## src/pcr_pkg.sv

```systemverilog
// package of offsets, reset values and module count and index for the counter array registers
package pcr_pkg;
   localparam logic [7:0] CNT_LOW_ADDR = 8'hF9;
   localparam logic [7:0] CNT_HIGH_ADDR = 8'hFA;
   localparam logic [7:0] SFR_PAGE_ZERO = 8'h00;
   localparam logic [7:0] REG_RESET = 8'h00;
   localparam int NUM_MODULES = 6;
   localparam int WDOG_MODULE = 5;
   // module n compare low and high byte addresses, index n
   localparam logic [7:0] MOD_LOW_ADDR [0:5] = '{8'hFB, 8'hE9, 8'hEB, 8'hED, 8'hFD, 8'hCE};
   localparam logic [7:0] MOD_HIGH_ADDR [0:5] = '{8'hFC, 8'hEA, 8'hEC, 8'hEE, 8'hFE, 8'hCF};
endpackage

```

## src/pcr_regs.sv

```systemverilog
// register access logic for the shared counter and six compare modules
`timescale 1ns/1ns
// ==========================================================================
// Notes on behaviour
// - Counter low byte reads and writes at 0xF9 page 0x00, zero at reset.
// - Counter high byte sits at 0xFA page 0x00, zero at reset.
// - High byte reads return a snapshot loaded only when the low byte is read.
// - Low byte writes are ignored while watchdog enable is 1.
// - High byte writes are ignored while watchdog enable is 1.
// - Module compare low bytes sit at 0xFB 0xE9 0xEB 0xED 0xFD 0xCE, zero at reset.
// - Module compare high bytes sit at 0xFC 0xEA 0xEC 0xEE 0xFE 0xCF, zero at reset.
// - The low byte address reaches the auto-reload low byte instead when selected.
// - The high byte address reaches the auto-reload high byte instead when selected.
// - Auto-reload select steers both reads and writes of module bytes.
// - A compare low byte write clears that module's comparator enable.
// - A compare high byte write sets that module's comparator enable.
// - Comparator enable at 1 turns on that module's comparator against the counter.
// - With watchdog enable at 1 module five is the watchdog and its mode is locked.
// ==========================================================================
module pcr_regs
   import pcr_pkg::*;
(
   input wire logic MCLK,
   input wire logic RST_B,
   input wire logic [7:0] SFR_ADDR,
   input wire logic [7:0] SFR_PAGE,
   input wire logic SFR_WR,
   input wire logic SFR_RD,
   input wire logic [7:0] SFR_WDATA,
   output logic [7:0] SFR_RDATA,
   output logic SFR_HIT,
   input wire logic WATCHDOG_ENABLE,
   input wire logic AUTO_RELOAD_SELECT,
   input wire logic CNT_INC,
   input wire logic [5:0] MODE_WR,
   output logic [15:0] SHARED_COUNTER,
   output logic [5:0] COMPARATOR_ENABLE,
   output logic [5:0] COMPARATOR_ACTIVE,
   output logic MODE5_LOCKED
);

   // ======================================================================
   // decode
   logic page_ok;
   logic cnt_lo_sel;
   logic cnt_hi_sel;
   logic [5:0] mod_lo_sel;
   logic [5:0] mod_hi_sel;
   logic cnt_lo_wr;
   logic cnt_hi_wr;
   logic cnt_lo_rd;

   assign page_ok = (SFR_PAGE == SFR_PAGE_ZERO);
   assign cnt_lo_sel = page_ok && (SFR_ADDR == CNT_LOW_ADDR);
   assign cnt_hi_sel = page_ok && (SFR_ADDR == CNT_HIGH_ADDR);
   assign cnt_lo_wr = SFR_WR && cnt_lo_sel && !WATCHDOG_ENABLE;
   assign cnt_hi_wr = SFR_WR && cnt_hi_sel && !WATCHDOG_ENABLE;
   assign cnt_lo_rd = SFR_RD && cnt_lo_sel;

   // per-module address match
   genvar g;
   generate
      for (g = 0; g < NUM_MODULES; g++) begin : g_dec
         assign mod_lo_sel[g] = page_ok && (SFR_ADDR == MOD_LOW_ADDR[g]);
         assign mod_hi_sel[g] = page_ok && (SFR_ADDR == MOD_HIGH_ADDR[g]);
      end
   endgenerate

   // ======================================================================
   // shared counter and high byte snapshot
   logic [15:0] cnt_q;
   logic [7:0] snap_q;

   // software writes take precedence over the count step
   always_ff @(posedge MCLK) begin
      if (!RST_B) begin
         cnt_q <= {REG_RESET, REG_RESET};
      end else if (cnt_lo_wr) begin
         cnt_q[7:0] <= SFR_WDATA;
      end else if (cnt_hi_wr) begin
         cnt_q[15:8] <= SFR_WDATA;
      end else if (CNT_INC) begin
         cnt_q <= cnt_q + 16'h0001;
      end
   end

   // snapshot follows only low byte reads
   always_ff @(posedge MCLK) begin
      if (!RST_B) begin
         snap_q <= REG_RESET;
      end else if (cnt_lo_rd) begin
         snap_q <= cnt_q[15:8];
      end
   end

   // ======================================================================
   // compare and auto-reload storage, comparator enables
   logic [7:0] cmp_lo_q [0:5];
   logic [7:0] cmp_hi_q [0:5];
   logic [7:0] arl_lo_q [0:5];
   logic [7:0] arl_hi_q [0:5];
   logic [5:0] cmp_en_q;

   generate
      for (g = 0; g < NUM_MODULES; g++) begin : g_mod
         logic lo_wr;
         logic hi_wr;
         assign lo_wr = SFR_WR && mod_lo_sel[g];
         assign hi_wr = SFR_WR && mod_hi_sel[g];
         // select picks compare or auto-reload storage
         always_ff @(posedge MCLK) begin
            if (!RST_B) begin
               cmp_lo_q[g] <= REG_RESET;
               cmp_hi_q[g] <= REG_RESET;
               arl_lo_q[g] <= REG_RESET;
               arl_hi_q[g] <= REG_RESET;
            end else begin
               if (lo_wr && AUTO_RELOAD_SELECT) arl_lo_q[g] <= SFR_WDATA;
               if (lo_wr && !AUTO_RELOAD_SELECT) cmp_lo_q[g] <= SFR_WDATA;
               if (hi_wr && AUTO_RELOAD_SELECT) arl_hi_q[g] <= SFR_WDATA;
               if (hi_wr && !AUTO_RELOAD_SELECT) cmp_hi_q[g] <= SFR_WDATA;
            end
         end
         // enable follows compare writes only
         always_ff @(posedge MCLK) begin
            if (!RST_B) begin
               cmp_en_q[g] <= 1'b0;
            end else if (lo_wr && !AUTO_RELOAD_SELECT) begin
               cmp_en_q[g] <= 1'b0;
            end else if (hi_wr && !AUTO_RELOAD_SELECT) begin
               cmp_en_q[g] <= 1'b1;
            end
         end
         // comparator hit against the shared counter
         assign COMPARATOR_ACTIVE[g] = cmp_en_q[g]
            && (cnt_q == {cmp_hi_q[g], cmp_lo_q[g]});
      end
   endgenerate

   // ======================================================================
   // read mux
   logic [7:0] rd_mux;
   logic rd_hit;

   always_comb begin
      rd_mux = REG_RESET;
      rd_hit = 1'b0;
      if (cnt_lo_sel) begin
         rd_mux = cnt_q[7:0];
         rd_hit = 1'b1;
      end else if (cnt_hi_sel) begin
         rd_mux = snap_q;
         rd_hit = 1'b1;
      end else begin
         for (int i = 0; i < NUM_MODULES; i++) begin
            if (mod_lo_sel[i]) begin
               rd_mux = AUTO_RELOAD_SELECT ? arl_lo_q[i] : cmp_lo_q[i];
               rd_hit = 1'b1;
            end else if (mod_hi_sel[i]) begin
               rd_mux = AUTO_RELOAD_SELECT ? arl_hi_q[i] : cmp_hi_q[i];
               rd_hit = 1'b1;
            end
         end
      end
   end

   // registered read data, unmapped reads give zero
   always_ff @(posedge MCLK) begin
      if (!RST_B) begin
         SFR_RDATA <= REG_RESET;
      end else if (SFR_RD) begin
         SFR_RDATA <= rd_mux;
      end
   end

   assign SFR_HIT = rd_hit;
   assign SHARED_COUNTER = cnt_q;
   assign COMPARATOR_ENABLE = cmp_en_q;
   // module five mode writes are locked while the watchdog runs
   assign MODE5_LOCKED = WATCHDOG_ENABLE && MODE_WR[WDOG_MODULE];

   // ======================================================================
   // checks
   property p_lo_wr_blocked;
      @(posedge MCLK) disable iff (!RST_B)
      (SFR_WR && cnt_lo_sel && WATCHDOG_ENABLE && !CNT_INC && !cnt_hi_wr)
         |=> (cnt_q == $past(cnt_q));
   endproperty
   a_lo_wr_blocked: assert property (p_lo_wr_blocked)
      else $error("counter low written under watchdog");

   property p_hi_wr_blocked;
      @(posedge MCLK) disable iff (!RST_B)
      (SFR_WR && cnt_hi_sel && WATCHDOG_ENABLE && !CNT_INC)
         |=> (cnt_q[15:8] == $past(cnt_q[15:8]));
   endproperty
   a_hi_wr_blocked: assert property (p_hi_wr_blocked)
      else $error("counter high written under watchdog");

   property p_lo_wr;
      @(posedge MCLK) disable iff (!RST_B)
      cnt_lo_wr |=> (cnt_q[7:0] == $past(SFR_WDATA));
   endproperty
   a_lo_wr: assert property (p_lo_wr)
      else $error("counter low write lost");

   property p_snap;
      @(posedge MCLK) disable iff (!RST_B)
      cnt_lo_rd |=> (snap_q == $past(cnt_q[15:8]));
   endproperty
   a_snap: assert property (p_snap)
      else $error("snapshot not loaded");

   property p_snap_hold;
      @(posedge MCLK) disable iff (!RST_B)
      !cnt_lo_rd |=> $stable(snap_q);
   endproperty
   a_snap_hold: assert property (p_snap_hold)
      else $error("snapshot moved without low read");

   property p_en_clr;
      @(posedge MCLK) disable iff (!RST_B)
      (SFR_WR && mod_lo_sel[0] && !AUTO_RELOAD_SELECT) |=> !cmp_en_q[0];
   endproperty
   a_en_clr: assert property (p_en_clr)
      else $error("enable not cleared");

   property p_en_set;
      @(posedge MCLK) disable iff (!RST_B)
      (SFR_WR && mod_hi_sel[5] && !AUTO_RELOAD_SELECT) |=> cmp_en_q[5];
   endproperty
   a_en_set: assert property (p_en_set)
      else $error("enable not set");

   property p_arl_rd;
      @(posedge MCLK) disable iff (!RST_B)
      (SFR_RD && mod_lo_sel[2] && AUTO_RELOAD_SELECT) |=> (SFR_RDATA == $past(arl_lo_q[2]));
   endproperty
   a_arl_rd: assert property (p_arl_rd)
      else $error("auto-reload read wrong");

   property p_hi_rd;
      @(posedge MCLK) disable iff (!RST_B)
      (SFR_RD && mod_hi_sel[2] && !AUTO_RELOAD_SELECT) |=> (SFR_RDATA == $past(cmp_hi_q[2]));
   endproperty
   a_hi_rd: assert property (p_hi_rd)
      else $error("compare high read wrong");

   property p_hi_wr;
      @(posedge MCLK) disable iff (!RST_B)
      cnt_hi_wr
         |=> (cnt_q[15:8] == $past(SFR_WDATA));
   endproperty
   a_hi_wr: assert property (p_hi_wr)
      else $error("counter high write lost");

   property p_cmp_lo_wr;
      @(posedge MCLK) disable iff (!RST_B)
      (SFR_WR && mod_lo_sel[3] && !AUTO_RELOAD_SELECT)
         |=> (cmp_lo_q[3] == $past(SFR_WDATA));
   endproperty
   a_cmp_lo_wr: assert property (p_cmp_lo_wr)
      else $error("compare low write lost");

   property p_cmp_hi_wr;
      @(posedge MCLK) disable iff (!RST_B)
      (SFR_WR && mod_hi_sel[4] && !AUTO_RELOAD_SELECT)
         |=> (cmp_hi_q[4] == $past(SFR_WDATA));
   endproperty
   a_cmp_hi_wr: assert property (p_cmp_hi_wr)
      else $error("compare high write lost");

   property p_arl_hi_wr;
      @(posedge MCLK) disable iff (!RST_B)
      (SFR_WR && mod_hi_sel[2] && AUTO_RELOAD_SELECT)
         |=> (arl_hi_q[2] == $past(SFR_WDATA));
   endproperty
   a_arl_hi_wr: assert property (p_arl_hi_wr)
      else $error("auto-reload high write lost");

   property p_arl_en_hold;
      @(posedge MCLK) disable iff (!RST_B)
      (SFR_WR && (mod_lo_sel[2] || mod_hi_sel[2]) && AUTO_RELOAD_SELECT)
         |=> $stable(cmp_en_q[2]);
   endproperty
   a_arl_en_hold: assert property (p_arl_en_hold)
      else $error("enable moved by auto-reload write");

   property p_rd_unmapped;
      @(posedge MCLK) disable iff (!RST_B)
      (SFR_RD && !rd_hit)
         |=> (SFR_RDATA == REG_RESET);
   endproperty
   a_rd_unmapped: assert property (p_rd_unmapped)
      else $error("unmapped read not zero");

   property p_cnt_rd;
      @(posedge MCLK) disable iff (!RST_B)
      cnt_lo_rd
         |=> (SFR_RDATA == $past(cnt_q[7:0]));
   endproperty
   a_cnt_rd: assert property (p_cnt_rd)
      else $error("counter low read wrong");

   property p_snap_rd;
      @(posedge MCLK) disable iff (!RST_B)
      (SFR_RD && cnt_hi_sel)
         |=> (SFR_RDATA == $past(snap_q));
   endproperty
   a_snap_rd: assert property (p_snap_rd)
      else $error("counter high read not snapshot");

endmodule // pcr_regs

```

## config.mk

```make
export PLATFORM = sky130hd
export DESIGN_NAME = pcr_regs
export DESIGN_NICKNAME = d
export VERILOG_FILES = /design/src/pcr_pkg.sv /design/src/pcr_regs.sv
export SDC_FILE = /design/constraint.sdc
export NUM_CORES = 1
export LEC_CHECK = 0
export ABC_AREA = 1
export BUFFER_PORTS_ARGS = -buffer_cell sky130_fd_sc_hd__buf_2
export CORE_MARGIN = 2
export CORE_UTILIZATION = 61
export CTS_CLUSTER_SIZE = 20
export DETAILED_ROUTE_END_ITERATION = 6
export GPL_TIMING_DRIVEN = 0
export PLACE_DENSITY_LB_ADDON = 0.05
export SKIP_LAST_GASP = 1
export SYNTH_ARGS = -nofsm -noshare
export SYNTH_HDL_FRONTEND = slang
export SYNTH_SLANG_ARGS = --single-unit
```

## constraint.sdc

```tcl
create_clock -name MCLK -period 3.6 [get_ports MCLK]
set_clock_uncertainty 0.05 [all_clocks]
set_input_delay 0.54 -clock MCLK [delete_from_list [all_inputs] [get_ports MCLK]]
set_output_delay 0.54 -clock MCLK [all_outputs]
set_load 0.05 [all_outputs]
```

==> impl_metrics.csv <==
group,metric,value,unit
route,dr_total_vias,11700,
clock_network,cts_sinks,230,
sta,max_slew.worst_pin.slew,1400,ps
final_layout,insertedDiodeCount,0,
power_and_ir_drop,total_power,0.00610,W
floorplanning,die_width,145,µm
final_layout,layout.nets,1510,
route,antenna_left,0,
synth,synth_edf_count,192,
grt,gr-total-overflow,0,
status,outcome,"finished clean",
synth,portion_of_the_post_synthesis_area_used_by_sequential_elements,53.7,%
floorplanning,num_rows,51,
sta,min_period_over_period,99.8,%
synth,syn_nets,1416,
placement,numPortBuffers,65,
critical_path,worst-path-max-fanout,10,
power_and_ir_drop,power_leakage,5.35,nW
floorplanning,fp.coreArea,0.0195,mm²
critical_path,critPathCaptureType,"output pin",
clock_network,clock_tree_from_tritoncts,"built",
grt,track_usage,43.5,%
clock_network,cts.clk_slew.worst_paths,60,ps
sta,finalSetupTns,0,ps
power_and_ir_drop,ir_worst_vdd,409,µV
final_layout,filler_cell_count,1656,
critical_path,cp.required,3010,ps
clock_network,cts_inserted_buffers,25,
sta,period_minus_slack,3590,ps
route,drt-wirelength-per-cell,26.7,µm
synth,yosys_register_bits,230,
floorplanning,floorplan.initialDensity,62.2,%
sta,relSlewSlack,5.83,%
floorplanning,fp.dieH,145,µm
critical_path,criticalPathCategory,"reg -> out",
synth,synth_area,0.0122,mm²
synth,synth.avg_cell_area,8.82,µm²
floorplanning,ios,75,
grt,grt_antenna_before_repair,0,
route,drt-total-wl,46800,µm
critical_path,arrival,3000,ps
clock_network,insertion_delay,550,ps
run,maxCapViolCount,0,
grt,wire_length_of_the_first_global_routing_pass,67400,µm
route,detail_routed_via_count_per_cell,6.69,
clock_network,cts-htree-levels,1,
synth,post_synth_inst_count,1378,
critical_path,setup.worst_path.start_class,"register",
sta,grt_setup_unrepaired,"yes",
route,drcViolationCount,0,
clock_network,cts.path.max_buffers,3,
final_layout,register_area,0.00653,mm²
placement,dpl.hpwl,32300,µm
placement,gp_routability_congestion,1.04,
sta,timing.final.max_slew_violations,0,
route,drt_first_iter_violations,2225,
floorplanning,die-area,0.0211,mm²
grt,vias_in_the_first_global_route,10300,
clock_network,clock-root-buffer,"clkbuf_16",
sta,hold_viol,0,
grt,maximum_number_of_pins_on_one_net_before_global_route_repair,14,
synth,most_instantiated_flip_flop_cell_in_the_synthesis_netlist,"edfxtp_1",
clock_network,cts_hold_buf,0,
final_layout,multi_input_area,0.00488,mm²
synth,synth_cell_type_count,49,
sta,final-setup-viol-count,0,
route,detail_route.first_pass.iterations,7,
synth,synthArstFlopShare,0,%
worst_hold_path,worstHoldPathType,"in -> reg",
final_layout,share_of_layout_cells_above_drive_strength_1,15.0,%
sta,slack_of_the_critical_path,7.49,ps
sta,maxClockFrequency,0.278,GHz
placement,dp_slack,87.8,ps
power_and_ir_drop,power_density,446,mW/mm²
final_layout,syn_to_final_growth,12.7,%
synth,yosys_warnings,0,
[per-stage QoR]
step | hold slack (ps) | area [µm²] | utilization [%] | cells
final | 274 | 13700 | 70.1 | 1756
after floorplan | 374 | 12200 | - | 1378
after global routing | 282 | 13700 | 70.1 | 1756
after CTS | 272 | 13700 | 69.9 | 1754
after global placement | 384 | 12800 | 65.8 | 1708
after detailed placement | 389 | 12800 | 65.8 | 1708
[layout make-up]
cell class,instances,area share (%)
inverter,114,3.22
sequential,230,47.7
buffer,80,2.73
tap,265,2.42
clock inverter,13,0.841
timing repair buffer,67,2.45
clock buffer,33,5.01
multi-input combinational,954,35.7
[report_power, final]
part	switching (W)	internal, W
sequential	0.0000602	0.00299
combinational	0.000380	0.000109
clock	0.00108	0.00148
total	0.00152	0.00458
[layout by cell type, fill, tap and decap left out, types with 45 or more instances in the layout]
| cell | n |
|---|---|
| nand3_1 | 61 |
| clkbuf_1 | 45 |
| edfxtp_1 | 192 |
| a21oi_1 | 47 |
| nor2_1 | 263 |
| buf_2 | 91 |
| nand4_1 | 52 |
| o21ai_0 | 53 |
| nand2_1 | 248 |
| inv_1 | 92 |
[final timing paths]
| check | start | endpoint | slack (ps) | depth (start not counted) |
|---|---|---|---|---|
| max reg2reg | SHARED_COUNTER[0]$_SDFFE_PN0P_ | SHARED_COUNTER[15]$_SDFFE_PN0P_ | 1100 | 13 |
| max | SHARED_COUNTER[9]$_SDFFE_PN0P_ | COMPARATOR_ACTIVE[1] | 7 | 8 |
| min reg2reg | snap_q[3]$_SDFFE_PN0P_ | snap_q[3]$_SDFFE_PN0P_ | 400 | 2 |
| min | SFR_WDATA[1] | SHARED_COUNTER[1]$_SDFFE_PN0P_ | 270 | 3 |
[sequential cells by signal (all words and copies together) (netlist names)]
name               cells
COMPARATOR_ENABLE      6
SFR_RDATA              8
SHARED_COUNTER        16
arl_hi_q              48
arl_lo_q              48
cmp_hi_q              48
cmp_lo_q              48
snap_q                 8
[synthesized netlist by cell type, types with 3 or more instances]
master,number,share of area (%)
nor3_2,5,0.41
nor2_2,10,0.51
a21oi_1,47,1.9
nand2_1,248,7.7
inv_2,13,0.40
clkinv_1,7,0.22
nor2_1,263,8.1
o21ai_0,53,2.2
o31ai_1,11,0.68
buf_2,24,0.99
nand3_2,3,0.25
a2111oi_0,5,0.36
mux2i_1,7,0.58
o21ai_1,5,0.21
nor4_1,13,0.67
a31oi_1,3,0.15
a221oi_1,20,1.4
edfxtp_1,192,47
a211oi_1,3,0.19
buf_4,8,0.49
nand3_1,61,2.5
xor2_1,25,1.8
clkbuf_1,45,1.4
nor3_1,10,0.41
nand4_1,52,2.7
o22ai_1,34,1.8
a221oi_2,3,0.37
inv_1,92,2.8
dfxtp_1,38,6.3
nand2_2,4,0.21
or2_2,18,0.93
o211ai_1,34,2.1
[critical path, stage by stage, from the launching register on]
cell,delay (ps)
dfxtp_1,350
buf_2,410
clkinvlp_4,480
nand2_1,160
o21ai_0,90
nor4_1,280
nand3_1,130
a2111oi_2,240
buf_2,330
[routing by layer]
metal / global-route usage, % / wire [µm] / vias to the layer above
met2: 61.1 / 18900 / 1141
li1: - / - / 4977
met1: 62.9 / 16700 / 5396
met5: 0 / 0 / -
met4: 20.6 / 2930 / 0
met3: 11.7 / 8300 / 226
[cells by family after synthesis]
kind of cell               Yosys count  share of synthesized area, %
and+or+nand+nor                    693                          25.1
DFF                                230                          53.7
xor gates and xnor gates            27                          1.95
adders and majority gates            1                         0.103
buffers and inverters              194                          6.58
AOI/OAI and AO/OA                  226                          12.0
muxes                                7                         0.577
[repair_timing]
item                       in CTS  in global routing
resized for setup               4                  8
setup endpoints to repair       2                  6
setup buffers                   0                  0
Note: power is estimated with default switching activity, not from simulation.
